File: src/pkg/fesq_pkg.sv
// Shared constants and types of the flash erase and power sequencer
// Operation
// - Serial bits are taken on the rising serial clock edge; host keeps them valid then.
// - Page clear sets every bit of the addressed page to one.
// - Erase commands need the write latch, which arm write sets when decoded.
// - The six top address bits of erase commands are ignored.
// - Any address within a page selects that whole page for page clear.
// - Erase runs only if chip select rises right after the last address bit.
// - A valid erase starts a self-timed cycle; busy is one until it completes.
// - The write latch is cleared during every erase cycle, before it ends.
// - Page clear aimed at a protected page is not executed.
// - While a cycle runs, erase, sleep and wake commands are rejected untouched.
// - Block wipe sets every bit of the sector holding the address to one.
// - Block wipe of a sector holding any protected page is not executed.
// - Chip select high deselects; standby only when no internal cycle runs.
// - Deep sleep is one opcode byte, needs exact rise, starts after entry time.
// - In deep sleep every instruction except wake is ignored.
// - Power-up always lands in standby; deep sleep ends when power goes.
// - Wake is rejected if extra clocks follow the opcode.
// - After wake the device returns to standby after the wake time.
// - Logic is held in reset while the supply is below the inhibit threshold.
// - Arm and write or erase commands are ignored for the startup lockout.
// - After power-up the write latch and busy flag are both clear.
package fesq_pkg;

    // ----------------------------------------------------------------
    // Timing
    // ----------------------------------------------------------------
    localparam int CLK_PERIOD_NS = 50;
    localparam int TICK_TIME_NS = 1000;
    localparam int TICK_CYCLES = TICK_TIME_NS / CLK_PERIOD_NS;
    localparam int TMR_W = 24;

    // ----------------------------------------------------------------
    // Address layout
    // ----------------------------------------------------------------
    localparam int ADDR_KEEP_W = 18;
    localparam int PAGE_LSB = 8;
    localparam int SECTOR_LSB = 16;
    localparam logic [1:0] PROT_SECTOR = 2'h0;

    // ----------------------------------------------------------------
    // Frame lengths in serial bits
    // ----------------------------------------------------------------
    localparam logic [5:0] CNT_OPCODE = 6'h08;
    localparam logic [5:0] CNT_ERASE = 6'h20;
    localparam logic [5:0] CNT_MAX = 6'h3F;

    // ----------------------------------------------------------------
    // Types
    // ----------------------------------------------------------------
    typedef enum logic [4:0] {
        M_STANDBY = 5'b00001,
        M_ERASE = 5'b00010,
        M_SLEEP_ENTRY = 5'b00100,
        M_SLEEP = 5'b01000,
        M_WAKE = 5'b10000
    } fesq_mode_e;

    typedef struct packed {
        logic protect;
        logic supply_ok;
        logic sdi;
        logic sck;
        logic cs_n;
    } fesq_pins_s;

    typedef struct packed {
        logic go;
        logic sector;
        logic [ADDR_KEEP_W-1:0] addr;
    } fesq_erase_s;

    typedef struct packed {
        fesq_mode_e mode;
        logic cs_n_prev;
        logic sck_prev;
        logic [5:0] bitcnt;
        logic [31:0] shift;
        logic [TMR_W-1:0] timer;
        logic [TMR_W-1:0] lock_cnt;
        logic write_latch_flag;
        logic busy;
        logic sleep;
        fesq_erase_s erase;
    } fesq_state_s;

endpackage : fesq_pkg

File: src/hdl/fesq_sync.sv
// Two-stage synchroniser for a group of pin inputs
`timescale 1ns/1ps
`default_nettype none
module fesq_sync #(
    parameter int W = 1
) (
    // Clock
    input wire logic clk_i,
    // Data
    input wire logic [W-1:0] d_i,
    output logic [W-1:0] q_o
);
    logic [W-1:0] meta_q;

    // First stage is read only by the second stage
    always_ff @(posedge clk_i)
    begin
        meta_q <= d_i;
        q_o <= meta_q;
    end
endmodule : fesq_sync
`default_nettype wire

File: src/hdl/fesq_tick.sv
// Free-running timebase divider giving a one-cycle tick
`timescale 1ns/1ps
`default_nettype none
module fesq_tick #(
    parameter int DIV = 20
) (
    // Clock and reset
    input wire logic clk_i,
    input wire logic rst_i,
    // Tick
    output logic tick_o
);
    logic [15:0] cnt_q;

    // Counts down to zero, then reloads and pulses
    always_ff @(posedge clk_i)
    begin
        if (rst_i)
        begin
            cnt_q <= 16'h0000;
            tick_o <= 1'b0;
        end
        else if (cnt_q == 16'h0000)
        begin
            cnt_q <= 16'(DIV - 1);
            tick_o <= 1'b1;
        end
        else
        begin
            cnt_q <= cnt_q - 16'h0001;
            tick_o <= 1'b0;
        end
    end
endmodule : fesq_tick
`default_nettype wire

File: src/hdl/fesq_top.sv
// Erase and power-state sequencer behind the serial flash pins
`timescale 1ns/1ps
`default_nettype none
module fesq_top #(
    // Opcodes (values arbitrary)
    parameter logic [7:0] OP_ARM_WRITE = 8'h01,
    parameter logic [7:0] OP_PAGE_CLEAR = 8'h02,
    parameter logic [7:0] OP_BLOCK_WIPE = 8'h03,
    parameter logic [7:0] OP_DEEP_SLEEP = 8'h04,
    parameter logic [7:0] OP_WAKE = 8'h05,
    // Durations in microseconds, one timebase tick each
    parameter int PAGE_CLEAR_US = 10000,
    parameter int BLOCK_WIPE_US = 1000000,
    parameter int SLEEP_ENTRY_US = 3,
    parameter int WAKE_US = 30,
    parameter int LOCKOUT_US = 1000
) (
    // Clock and reset
    input wire logic clk_i,
    input wire logic rst_i,
    // Serial pins and supply monitor, all asynchronous
    input wire fesq_pkg::fesq_pins_s pins_i,
    // Status
    output logic busy_o,
    output logic write_latch_o,
    output logic deep_sleep_o,
    output logic standby_o,
    output logic lockout_o,
    // Erase request to the array
    output fesq_pkg::fesq_erase_s erase_o
);
    import fesq_pkg::*;

    // ----------------------------------------------------------------
    // Input synchronisation and timebase
    // ----------------------------------------------------------------
    fesq_pins_s pin_s;
    logic hold_rst;
    logic tick;

    fesq_sync #(
        .W($bits(fesq_pins_s))
    ) u_sync (
        .clk_i(clk_i),
        .d_i(pins_i),
        .q_o(pin_s)
    );

    // Supply below threshold holds everything in reset
    assign hold_rst = rst_i || !pin_s.supply_ok;

    fesq_tick #(
        .DIV(TICK_CYCLES)
    ) u_tick (
        .clk_i(clk_i),
        .rst_i(hold_rst),
        .tick_o(tick)
    );

    // ----------------------------------------------------------------
    // Frame decode helpers
    // ----------------------------------------------------------------
    logic sck_rise;
    logic cs_rise;
    logic cs_fall;
    logic [7:0] op1;
    logic [7:0] op4;
    logic [ADDR_KEEP_W-1:0] addr_k;
    logic locked;
    logic prot_hit;
    fesq_state_s q;
    fesq_state_s d;

    assign sck_rise = pin_s.sck && !q.sck_prev && !pin_s.cs_n;
    assign cs_rise = pin_s.cs_n && !q.cs_n_prev;
    assign cs_fall = !pin_s.cs_n && q.cs_n_prev;
    assign op1 = q.shift[7:0];
    assign op4 = q.shift[31:24];
    assign addr_k = q.shift[ADDR_KEEP_W-1:0];
    assign locked = q.lock_cnt != '0;
    // Protection covers the bottom sector, so a page hit and a sector hit coincide
    assign prot_hit = pin_s.protect && (addr_k[ADDR_KEEP_W-1:SECTOR_LSB] == PROT_SECTOR);

    // ----------------------------------------------------------------
    // Reset image: standby, latch and busy clear, lockout loaded
    // ----------------------------------------------------------------
    localparam fesq_state_s RST_STATE = '{
        mode: M_STANDBY,
        cs_n_prev: 1'b1,
        sck_prev: 1'b0,
        bitcnt: 6'h00,
        shift: 32'h0000_0000,
        timer: 24'h00_0000,
        lock_cnt: TMR_W'(LOCKOUT_US),
        write_latch_flag: 1'b0,
        busy: 1'b0,
        sleep: 1'b0,
        erase: '0
    };

    // ----------------------------------------------------------------
    // Next-state logic
    // ----------------------------------------------------------------
    always_comb
    begin
        d = q;
        d.cs_n_prev = pin_s.cs_n;
        d.sck_prev = pin_s.sck;
        d.erase.go = 1'b0;
        // Lockout runs once after supply-start reset
        if (tick && locked)
        begin
            d.lock_cnt = q.lock_cnt - TMR_W'(1);
        end
        // A new frame starts counting from zero
        if (cs_fall)
        begin
            d.bitcnt = 6'h00;
        end
        // Shift in bits; count saturates so long frames stay distinct
        if (sck_rise)
        begin
            d.shift = {q.shift[30:0], pin_s.sdi};
            if (q.bitcnt != CNT_MAX)
            begin
                d.bitcnt = q.bitcnt + 6'h01;
            end
        end
        // Mode states; erase, sleep entry and wake are timed
        case (q.mode)
            M_STANDBY:
            begin
                if (cs_rise)
                begin
                    if (q.bitcnt == CNT_OPCODE && op1 == OP_ARM_WRITE && !locked)
                    begin
                        d.write_latch_flag = 1'b1;
                    end
                    else if (q.bitcnt == CNT_OPCODE && op1 == OP_DEEP_SLEEP)
                    begin
                        d.mode = M_SLEEP_ENTRY;
                        d.timer = TMR_W'(SLEEP_ENTRY_US);
                    end
                    else if (q.bitcnt == CNT_ERASE && q.write_latch_flag && !locked && !prot_hit &&
                             (op4 == OP_PAGE_CLEAR || op4 == OP_BLOCK_WIPE))
                    begin
                        d.mode = M_ERASE;
                        d.busy = 1'b1;
                        d.erase.go = 1'b1;
                        d.erase.sector = (op4 == OP_BLOCK_WIPE);
                        // Page clear names the whole page, block wipe the whole sector
                        if (op4 == OP_BLOCK_WIPE)
                        begin
                            d.erase.addr = {addr_k[ADDR_KEEP_W-1:SECTOR_LSB], {SECTOR_LSB{1'b0}}};
                        end
                        else
                        begin
                            d.erase.addr = {addr_k[ADDR_KEEP_W-1:PAGE_LSB], {PAGE_LSB{1'b0}}};
                        end
                        d.timer = (op4 == OP_BLOCK_WIPE) ? TMR_W'(BLOCK_WIPE_US) : TMR_W'(PAGE_CLEAR_US);
                    end
                end
            end
            M_ERASE:
            begin
                // Commands are not decoded here, so the cycle runs on untouched
                if (tick)
                begin
                    d.write_latch_flag = 1'b0;
                    if (q.timer == '0)
                    begin
                        d.mode = M_STANDBY;
                        d.busy = 1'b0;
                    end
                    else
                    begin
                        d.timer = q.timer - TMR_W'(1);
                    end
                end
            end
            M_SLEEP_ENTRY:
            begin
                if (tick)
                begin
                    if (q.timer == '0)
                    begin
                        d.mode = M_SLEEP;
                        d.sleep = 1'b1;
                    end
                    else
                    begin
                        d.timer = q.timer - TMR_W'(1);
                    end
                end
            end
            M_SLEEP:
            begin
                // Only an exact one-byte wake frame leaves sleep
                if (cs_rise && q.bitcnt == CNT_OPCODE && op1 == OP_WAKE)
                begin
                    d.mode = M_WAKE;
                    d.timer = TMR_W'(WAKE_US);
                end
            end
            M_WAKE:
            begin
                if (tick)
                begin
                    if (q.timer == '0)
                    begin
                        d.mode = M_STANDBY;
                        d.sleep = 1'b0;
                    end
                    else
                    begin
                        d.timer = q.timer - TMR_W'(1);
                    end
                end
            end
            default:
            begin
                d.mode = M_STANDBY;
            end
        endcase
    end

    // ----------------------------------------------------------------
    // State register
    // ----------------------------------------------------------------
    always_ff @(posedge clk_i)
    begin
        if (hold_rst)
        begin
            q <= RST_STATE;
        end
        else
        begin
            q <= d;
        end
    end

    // ----------------------------------------------------------------
    // Outputs, all flop-driven
    // ----------------------------------------------------------------
    logic standby_q;
    logic lockout_q;

    // Standby only once deselected and idle
    always_ff @(posedge clk_i)
    begin
        if (hold_rst)
        begin
            standby_q <= 1'b1;
            lockout_q <= 1'b1;
        end
        else
        begin
            standby_q <= pin_s.cs_n && (d.mode == M_STANDBY);
            lockout_q <= d.lock_cnt != '0;
        end
    end

    assign busy_o = q.busy;
    assign write_latch_o = q.write_latch_flag;
    assign deep_sleep_o = q.sleep;
    assign erase_o = q.erase;
    assign standby_o = standby_q;
    assign lockout_o = lockout_q;
endmodule : fesq_top
`default_nettype wire

File: config.mk
export PLATFORM = sky130hd
export DESIGN_NAME = fesq_top
export DESIGN_NICKNAME = d
export VERILOG_FILES = /design/src/pkg/fesq_pkg.sv /design/src/hdl/fesq_sync.sv /design/src/hdl/fesq_tick.sv /design/src/hdl/fesq_top.sv
export SDC_FILE = /design/constraint.sdc
export NUM_CORES = 1
export LEC_CHECK = 0
export CELL_PAD_IN_SITES_DETAIL_PLACEMENT = 0
export CELL_PAD_IN_SITES_GLOBAL_PLACEMENT = 1
export CORE_MARGIN = 1
export CORE_UTILIZATION = 44
export CTS_BUF_LIST = sky130_fd_sc_hd__clkbuf_2 sky130_fd_sc_hd__clkbuf_4 sky130_fd_sc_hd__clkbuf_8
export CTS_CLUSTER_DIAMETER = 80
export DETAILED_ROUTE_END_ITERATION = 10
export DONT_BUFFER_PORTS = 1
export GPL_ROUTABILITY_DRIVEN = 0
export PLACE_DENSITY_LB_ADDON = 0.12
export SYNTH_ARGS = -nofsm -noshare
export SYNTH_HDL_FRONTEND = slang
export SYNTH_SLANG_ARGS = --single-unit
File: constraint.sdc
create_clock -name clk_i -period 3.1 [get_ports clk_i]
set_input_delay 0.62 -clock clk_i [delete_from_list [all_inputs] [get_ports clk_i]]
set_output_delay 0.62 -clock clk_i [all_outputs]
set_load 0.05 [all_outputs]
Word level (Yosys, flattened, before mapping) --
Index checks and enable logic that the tools add are counted.
Word-level totals: register bits after elaboration 145, bits in latches 0, RAM bits 0, memory bits (read-only) 0, input port bits 7, memories 0
Cells by class: add/sub/neg operators 4, multiply operators 0, div/mod/pow operators 0, $lt $le $gt $ge 0, equal/unequal tests 29, shifts and indexed selects 0, multiplexer cells 39, bitwise logic cells 4, reductions and logical operators 41
Operators by type and width (number):
- $mux 24 | 8
- $pmux 24 s3 | 1
- $mux 5 | 10
- $reduce_bool 24->1 | 2
- $sub 24x1->24 const B | 2
- $mux 20 | 2
- $mux 38 | 1
- $logic_not 24->1 | 1
- $ne 2x2->1 const B | 10
- $pmux 5 s4 | 1
- $eq 8x2->1 const B | 2
- $eq 8x3->1 const B | 2
- $logic_and 1x1->1 | 16
- $logic_not 16->1 | 1
- $mux 16 | 1
- $sub 16x1->16 const B | 1
- $reduce_and 7->1 | 2
- $mux 6 | 2
- $eq 5x1->1 const B | 2
- $reduce_and 5->1 | 2
- $mux 1 | 9
- $eq 8x1->1 const B | 1
- $ne 2x1->1 const B | 4
- $add 6x1->6 const B | 1
- other kinds (21) | 33

Logic depth before layout (Yosys ltp) --
Gate-level depths: netlist of run 1.
depth in word-level cells 12, depth in mapped cells 9, depth with buffers taken out 8

Modules after synthesis --
From an unflattened synthesis of run 1, not the netlist that was laid out.
Unflattened totals: cells, all modules 798, area total of the unflattened synthesis 6452.4 um^2
Modules (own cells, without submodules):
- fesq_top | times used 1, cells each 712, area an instance 5545.3 um^2
- fesq_tick | times used 1, cells each 76, area an instance 706.9 um^2
- fesq_sync | times used 1, cells each 10, area an instance 200.2 um^2

Worst setup path before layout of run 1 --
No wires, ideal clock.
kind register to register, from register q[103] (netlist bit), to register q[50] (netlist bit), library setup time 0.131 ns, arrival 2.414 ns, required time 2.969 ns, slack 0.555 ns, cell stages (with the launch flop) 10, path buffers 1, clock period less this slack 2.545 ns, path through dfxtp_1 -> inv_1 -> ha_1 -> nor3b_1 -> nand4_1 -> nor4_2 -> a211oi_1 -> o21ai_0 -> buf_2 -> o32ai_1
Between the ends: longest elaborated chain between the ends 7, elaborated cells between the ends (all ways) 19, classes of those cells eq/ne: 5; mux: 4; reduce/logical: 10
Ends and longest elaborated chain:
- start: declaration | line fesq_top.sv:71 | fesq_state_s q;
- start signal: assignment | line fesq_top.sv:234 | q <= RST_STATE;
- start signal: assignment | line fesq_top.sv:238 | q <= d;
- $eq 6x6->1 | line fesq_top.sv:144 | else if (q.bitcnt == CNT_ERASE && q.write_latch_flag && !locked && !prot_hit &&
- $logic_and 1x1->1 (4 in series) | line fesq_top.sv:144
- $ne 3x3->1 (no source line)
- $reduce_and 7->1 (no source line)
Several ways; a longest one is shown, not always the timed one. The select of a mux whose other input is x is not followed. A chain may end at the register's enable or synchronous reset.

Worst setup path in the final report of run 1 --
from register q[23] (netlist bit), to register q[70] (netlist bit)
Between the ends: longest elaborated chain between the ends 7, elaborated cells between the ends (all ways) 9, classes of those cells eq/ne: 2; reduce/logical: 7
Ends and longest elaborated chain:
- $reduce_bool 24->1 (*) | line fesq_top.sv:80 | assign locked = q.lock_cnt != '0;
- $logic_not 1->1 (*) | line fesq_top.sv:135, fesq_top.sv:144
- $logic_and 1x1->1 (3 in series) | line fesq_top.sv:144
- $ne 3x3->1 (no source line)
- $reduce_and 7->1 (no source line) (*)
Every way passes the cells marked *; elsewhere a longest branch is shown, timed or not.

==> impl_metrics.ini, run 1 <==
[cts]
insertion_delay_ps = 440
cts.sinks = 137
cts_tree = done
cts-buffers-inserted = 17
clk_pin_slew_ps = 80
cts_hold_buf = 0
cts_resized = 0
cts_setup_buffers = 0
cts_root_buf = clkbuf_8
cts.path.max_buffers = 2
ctsHtreeMaxLevel = 4

[synth]
syn-mean-instance-area_um2 = 8.03
synthArstFlopShare = 0
ys_ff_latch = 137
yosys_warnings = 0
ys_seq_area_frac = 0.423
ys_dominant_reg_cell = dfxtp_1
yosysUniqueCellTypes = 61
netlist_area_um2 = 6480
synth_edf_count = 0
syn_inst = 807

[grt]
grt_usage = 0.215
first_global_vias = 5245
antenna_found_initial = 0
grt_max_degree = 70
grt_pass1_wl_mm = 25.7
grt_overflow = 0

[die]
die_area_um2 = 15200
rows = 43
io_pins = 32
initial_core_util = 0.458
die_height_um = 123
die_w_um = 123
core_um2 = 14100

[setup_path]
cp-start-kind = flop
worstReg2RegStart = q[23]
cp.arrival_ps = 3130
path_max_fanout = 10
criticalPathCategory = flop to flop
r2r_end = q[70]
cp_data_required_time_ps = 3440
end_kind = flop
r2r_cells = 9
reg2reg_slack_ps = 300

[place]
dpl.hpwl_mm = 10.6
post_dp_cell_area_um2 = 6650
portBuffers = 0

[power_and_ir_drop]
p_switching_mw = 1.00
power.density_nw_per_um2 = 545
internal_power_mw = 2.85
ir_drop_v = 0.000396
seqPwrFrac = 0.489
p_clk_frac = 0.403
swShare = 0.260
p_comb_frac = 0.108
p_leak_nw = 2.44

[min_path]
hold_depth = 0
holdPathEnd = u_sync.meta_q[4]
hold_class = primary input to flop
hold_start = pins_i[4]

[layout]
antennaDiodeCount = 0
fill_cells = 1346
final_area_um2 = 7070
layout-drive-gt1-share = 0.101
layout_commonest_cell = dfxtp_1
layout_common_cells = 137 x dfxtp_1, 136 x nand2_1, 78 x a21oi_1, 73 x nor2_1
final_nets = 809
syn_to_final_growth_pct = 9.03

[drt]
wirelength_mm = 15.4
first_pass_iters = 7
wl_per_cell_um = 15.6
num_vias = 5677
vias_per_cell = 5.75
ant_nets = 0
drc = 0
drt_iter0_markers = 461

[timing]
hold_violations = 0
slew_viol_final = 0
setup_viol = 0
post-route-min-period_ps = 2800
slew_headroom = 0.459
tightest_slew_ps = 805
fin_crit_sh = 0.903
fmax_ghz = 0.357
rsz0062_at_grt = no
fin_tns_setup_ps = 0
skew_ps = 12.5

[flow_run]
maxCapViolations = 0

[run_status]
status = complete, no violations
synthesized netlist by cell type (4+ instances only):
master | n | area, um^2
dfxtp_1 | 137 | 2740
nand2_1 | 136 | 510
a21oi_1 | 78 | 390
nor2_1 | 73 | 274
clkbuf_1 | 37 | 139
nand3_1 | 28 | 140
o21ai_0 | 24 | 120
buf_4 | 20 | 150
nor3_1 | 19 | 95.1
a211oi_1 | 18 | 135
inv_1 | 18 | 67.6
nor4_1 | 16 | 100
xnor2_1 | 14 | 123
a31oi_1 | 13 | 81.3
nand4_1 | 12 | 75.1
xor2_1 | 12 | 105
and3_1 | 11 | 68.8
or4_1 | 10 | 75.1
nand2b_1 | 8 | 50.1
or3_1 | 8 | 50.1
a311oi_1 | 7 | 61.3
nor2b_1 | 7 | 43.8
o21a_1 | 7 | 52.6
buf_2 | 6 | 30.0
ha_1 | 6 | 75.1
nor3b_1 | 6 | 45.0
o22ai_1 | 6 | 37.5
o31ai_1 | 6 | 45.0
o32ai_1 | 5 | 43.8
o211ai_1 | 4 | 30.0
or3b_2 | 4 | 35.0
routing by layer:
layer / part of all wire / global-route usage / vias up
met5: 0 / 0 / -
met4: 0.012 / 0.0640 / 0
met3: 0.053 / 0.0586 / 16
met2: 0.45 / 0.331 / 144
met1: 0.49 / 0.293 / 2678
li1: - / - / 2839
how the worst max path moves through the flow:
stage	start	end	slack (ps)	depth (start not counted)
after floorplan	q[103]	q[50]	550	9
after CTS	q[23]	q[70]	290	9
after detailed placement	q[23]	q[68]	350	9
final	q[23]	q[70]	300	9
after global placement	q[23]	q[62]	470	9
after global routing	q[23]	q[58]	80	9
per-stage QoR:
stage / instances / worst slack (ps) / utilization / hold WS [ps] / total power [mW]
global placement: 957 / 466 / 0.470 / 312 / 2.33
global route: 988 / 84.9 / 0.500 / 159 / 4.05
detailed placement: 957 / 350 / 0.470 / 314 / 2.34
finish: 988 / 302 / 0.500 / 198 / 3.85
CTS: 988 / 291 / 0.500 / 177 / 3.89
floorplan: 814 / 555 / - / 310 / 2.26
power by group through the flow:
stage          combinational [mW]  sequential, mW  clock [mW]
2_1_floorplan               0.361            1.90           0
3_3_place_gp                0.408            1.92           0
3_5_place_dp                0.414            1.93           0
4_1_cts                     0.417            1.89        1.59
5_1_grt                     0.466            1.89        1.69
6_report                    0.416            1.89        1.55
area by class of cell:
cell class	count	area, um^2	area share
clock buffers	21	283	0.0400
clock inverters	10	141	0.0200
inverters	18	67.6	0.00956
multi-input cells	594	3400	0.481
flip-flops and latches	137	2740	0.388
well taps	180	225	0.0319
repair buffers	28	210	0.0297
cell families (layout without fill, tap and decap cells):
family                   after synthesis  after routing  synth area share
buffers and inverters                 83             77            0.0608
AO/OA/AOI/OAI                        188            188             0.183
multiplexers                           3              3           0.00463
adder cells (fa/ha/maj)                6              6            0.0116
flip-flops                           137            137             0.423
other                                  1              8          0.000578
XOR/XNOR                              26             26            0.0351
AND/OR/NAND/NOR                      363            363             0.282
sequential cells by signal, indices dropped and copies added (netlist names), 5 cells and up:
register	cells
u_sync.meta_q	5
q	67
u_tick.cnt_q	16
u_sync.q_o	5
addr_k	18
erase_o	12
op4	8
worst max-delay path: stages (launching register included):
cell and delay [ps]:
dfxtp_1 360, inv_1 70, ha_1 210, nor4b_4 320, nand2_1 140, buf_4 200, nor4_2 470, a211o_1 370
a21oi_2 220, a311oi_1 330
Note: power is estimated with default switching activity, not from simulation.
==> inputs of run 2 (changes only) <==
--- a/config.mk
+++ b/config.mk
@@ -8,7 +8,7 @@
 export CELL_PAD_IN_SITES_DETAIL_PLACEMENT = 0
 export CELL_PAD_IN_SITES_GLOBAL_PLACEMENT = 1
 export CORE_MARGIN = 1
-export CORE_UTILIZATION = 44
+export CORE_UTILIZATION = 50
 export CTS_BUF_LIST = sky130_fd_sc_hd__clkbuf_2 sky130_fd_sc_hd__clkbuf_4 sky130_fd_sc_hd__clkbuf_8
 export CTS_CLUSTER_DIAMETER = 80
 export DETAILED_ROUTE_END_ITERATION = 10
==> run 2 against run 1 <==
Design area down 0.73%. Sequential share of layout area increased by 0.28 points. Largest cell class unchanged. Setup slack gained 56 ps. Clock skew increased by 5.8 ps. Clock power up 5%. Largest power group unchanged.
==> impl_metrics.ini, run 2 (same netlist as run 1, synthesis figures left out) <==
[run_status]
status = complete, no violations

[timing]
holdWs_ps = 180
fin_tns_setup_ps = 0
hold_violations = 0
fmax_ghz = 0.365
slew_headroom = 0.324
fin_crit_sh = 0.884
setup_viol = 0
skew_ps = 18.3
rsz0062_at_grt = no
slew_viol_final = 0
tightest_slew_ps = 1010
post-route-min-period_ps = 2740

[grt]
grt_usage = 0.241
first_global_vias = 5122
antenna_found_initial = 0
grt_overflow = 0
grt_max_degree = 90
grt_pass1_wl_mm = 25.1

[cts]
cts_resized = 0
cts_root_buf = clkbuf_8
cts_setup_buffers = 0
cts_hold_buf = 0
insertion_delay_ps = 460
ctsHtreeMaxLevel = 4
cts.path.max_buffers = 2
cts.sinks = 137
clk_pin_slew_ps = 80
cts-buffers-inserted = 17
cts_tree = done

[place]
portBuffers = 0
dpl.hpwl_mm = 10.5
dpl.cell_count = 943

[power_and_ir_drop]
power.density_nw_per_um2 = 559
p_switching_mw = 1.03
p_clk_frac = 0.413
p_leak_nw = 2.41
p_comb_frac = 0.106
internal_power_mw = 2.89
seqPwrFrac = 0.481
ir_drop_v = 0.000312
swShare = 0.263

[die]
core_um2 = 12600
rows = 41
die_area_um2 = 13400
die_height_um = 116
initial_core_util = 0.514
die_w_um = 116
io_pins = 32

[layout]
fin_cells = 974
largest_reg_flops = 67
antennaDiodeCount = 0
regMostFlops = q
syn_to_final_growth_pct = 8.24
layout-drive-gt1-share = 0.0935
final_nets = 803
layout_commonest_cell = dfxtp_1
layout_common_cells = 137 x dfxtp_1, 136 x nand2_1, 78 x a21oi_1, 73 x nor2_1, 28 x nand3_1

[drt]
wl_per_cell_um = 15.9
num_vias = 5701
wirelength_mm = 15.5
drt_iter0_markers = 390
drc = 0
vias_per_cell = 5.85
first_pass_iters = 5
ant_nets = 0

[setup_path]
cp_data_required_time_ps = 3450
crit_chain = inv_1 -> ha_1 -> nor4b_4 -> nand2_1 -> buf_4 -> nor4_2 -> a211o_1 -> a21oi_2 -> a311oi_1
cp.arrival_ps = 3100
cp-start-kind = flop
slowest_delay_ps = 410
path_max_fanout = 10
slowest_stage = nor4_2
criticalPathCategory = flop to flop
end_kind = flop

[min_path]
hold_class = primary input to flop

[flow_run]
maxCapViolations = 0
==> run 2: through the flow <==
stage / setup WS [ps] / power [mW] / instance area, um^2 / utilization
global placement: 484 / 2.32 / 6580 / 0.522
floorplan: 555 / 2.26 / 6510 / -
finish: 358 / 3.92 / 7020 / 0.556
global route: 85.8 / 4.07 / 7020 / 0.556
CTS: 387 / 3.95 / 7020 / 0.556
detailed placement: 409 / 2.34 / 6580 / 0.522
==> run 2: path summary, 6_finish.rpt <==
kind / cells past startpoint / end / start / slack, ps
worst min register to register: 0 / u_sync.q_o[1] / u_sync.meta_q[1] / 330
worst max-delay path: 9 / q[67] / q[23] / 360
worst max register to register: 9 / q[67] / q[23] / 360
worst min-delay path: 0 / u_sync.meta_q[4] / pins_i[4] / 180
==> run 2: area by class of cell <==
cell class,count,area (um^2)
Multi-Input combinational cell,594,3390
Sequential cell,137,2740
Clock inverter,11,171
Tap cell,172,215
Inverter,18,67.6
Fill cell,1219,5600
Clock buffer,20,263
Timing Repair Buffer,22,165
==> run 2: power groups by stage <==
stage               combinational, mW  clock (mW)  sequential (mW)
floorplan                       0.361           0             1.90
global placement                0.401           0             1.92
detailed placement              0.412           0             1.93
CTS                             0.416        1.65             1.89
global route                    0.461        1.72             1.90
finish                          0.416        1.62             1.89
==> run 2: metal layers <==
layer / wire, um / vias to the layer above / GRT usage / share of wire
met2: 7160 / 161 / 0.373 / 0.46
met4: 157 / 0 / 0.0932 / 0.010
met1: 7340 / 2695 / 0.328 / 0.47
met3: 850 / 14 / 0.0528 / 0.055
met5: 0 / - / 0 / 0
li1: - / 2831 / - / -
==> run 2: worst max-delay path, delay by kind of cell (launching register included) <==
family,cells,cell delay [ps]
AND/OR/NAND/NOR,3,870
AO/OA/AOI/OAI,3,950
adder cells (fa/ha/maj),1,210
buffers and inverters,2,260
flip-flops,1,360
==> inputs of run 3 (changes only) <==
--- a/config.mk
+++ b/config.mk
@@ -13,8 +13,9 @@
 export CTS_CLUSTER_DIAMETER = 80
 export DETAILED_ROUTE_END_ITERATION = 10
 export DONT_BUFFER_PORTS = 1
-export GPL_ROUTABILITY_DRIVEN = 0
 export PLACE_DENSITY_LB_ADDON = 0.12
+export REMOVE_ABC_BUFFERS = 1
+export SKIP_CTS_REPAIR_TIMING = 1
 export SYNTH_ARGS = -nofsm -noshare
 export SYNTH_HDL_FRONTEND = slang
 export SYNTH_SLANG_ARGS = --single-unit
==> run 3 against run 2 <==
Final cell count grew 0.72%. Clock skew fell by 4.9 ps. Routed wire length down 0.44%. Critical path depth shrank 1. Critical path type unchanged. Critical endpoint is now q[54]. Highest routed layer unchanged.
==> impl_metrics.ini, run 3 (same netlist as run 1, synthesis figures left out) <==
[power_and_ir_drop]
power_mw = 3.78
ir_drop_v = 0.000311
power.density_nw_per_um2 = 537
p_leak_nw = 2.42

[die]
io_pins = 32
rows = 41
die_w_um = 116
die_height_um = 116
core_um2 = 12600
initial_core_util = 0.514
die_area_um2 = 13400

[timing]
post-route-min-period_ps = 2750
skew_ps = 13.5
slew_viol_final = 0
holdWs_ps = 192
hold_violations = 0
fin_crit_sh = 0.888
slew_headroom = 0.399
rsz0062_at_grt = no
fmax_ghz = 0.363
setup_viol = 0
tightest_slew_ps = 894

[setup_path]
cp-start-kind = flop
r2r_cells = 8
end_kind = flop
cp_data_required_time_ps = 3400
criticalPathCategory = flop to flop
cp.arrival_ps = 3050
path_max_fanout = 10

[grt]
grt_usage = 0.249
grt_pass1_wl_mm = 26.1
grt_max_degree = 60
antenna_found_initial = 0
grt_overflow = 0
first_global_vias = 5376

[place]
dpl.cell_count = 949
portBuffers = 0
gp_congestion = 0.861
dpl.hpwl_mm = 10.5

[cts]
insertion_delay_ps = 450
cts_tree = done
cts-buffers-inserted = 17
cts.sinks = 137
ctsHtreeMaxLevel = 4
clk_pin_slew_ps = 80
cts.path.max_buffers = 2
cts_root_buf = clkbuf_8

[layout]
layout_commonest_cell = dfxtp_1
final_nets = 809
layout_common_cells = 137 x dfxtp_1, 136 x nand2_1, 78 x a21oi_1, 73 x nor2_1
largest_reg_flops = 67
layout-drive-gt1-share = 0.103
antennaDiodeCount = 0
utilization = 0.558
fill_cells = 1267
multi_input_area_um2 = 3410
regMostFlops = q
syn_to_final_growth_pct = 8.68
final-seq-area_um2 = 2740
fin_cells = 981

[run_status]
status = complete, no violations

[drt]
drt_iter0_markers = 363
wl_per_cell_um = 15.7
num_vias = 5760
ant_nets = 0
wirelength_mm = 15.4
drc = 0
first_pass_iters = 5
vias_per_cell = 5.87

[flow_run]
maxCapViolations = 0

[min_path]
hold_depth = 0
hold_class = primary input to flop
==> run 3: cell count changes in the layout (fill, tap and decap cells not counted) <==
| cell | before | now |
|---|---|---|
| clkinvlp_4 | 2 | 3 |
| nor4_4 | 2 | 3 |
| buf_4 | 22 | 28 |
| bufinv_16 | 4 | 2 |
| clkinv_4 | 2 | 1 |
| clkinv_2 | 2 | 4 |
| clkbuf_8 | 18 | 20 |
| clkbuf_4 | 2 | 1 |
| nor4_1 | 16 | 15 |
==> run 3: final timing paths <==
path | startpoint | end | slack, ps
max | q[23] | q[54] | 350
min | pins_i[3] | u_sync.meta_q[3] | 190
max reg2reg | q[23] | q[54] | 350
min reg2reg | u_sync.meta_q[2] | u_sync.q_o[2] | 330
==> run 3: where the power goes <==
group / internal, mW / leakage (nW) / switching, mW / total [mW]
Sequential: 1.82 / 1.11 / 0.0659 / 1.89
Clock: 0.785 / 0.201 / 0.693 / 1.48
Combinational: 0.161 / 1.11 / 0.258 / 0.418
==> run 3: layout make-up <==
type,instances,share of cell area
Clock buffer,21,0.0401
Timing Repair Buffer,28,0.0298
Multi-Input combinational cell,594,0.484
Clock inverter,11,0.0170
Sequential cell,137,0.389
Inverter,18,0.00959
Tap cell,172,0.0305
==> run 3: critical path: stages (launching register included) <==
cell and delay (ps):
dfxtp_1 350, inv_1 80, ha_1 210, nor4b_4 330, nand4_1 170, nand4bb_1 260
a211o_1 470, a21oi_2 550, a311oi_1 190
==> run 3: per-stage QoR <==
step | worst slack, ps | TNS, ps | cell area, um^2
4_1_cts | 46.6 | 0 | 7040
3_5_place_dp | 76.9 | 0 | 6640
5_1_grt | 152 | 0 | 7050
2_1_floorplan | -384 | -1180 | 6180
6_report | 348 | 0 | 7050
3_3_place_gp | 230 | 0 | 6640
==> run 3: metal layers <==
layer	global-route usage	share of wire	routed length (um)
met5	0	0	0
met4	0.0983	0.017	266
met3	0.0497	0.048	737
met1	0.325	0.46	7040
met2	0.403	0.48	7390
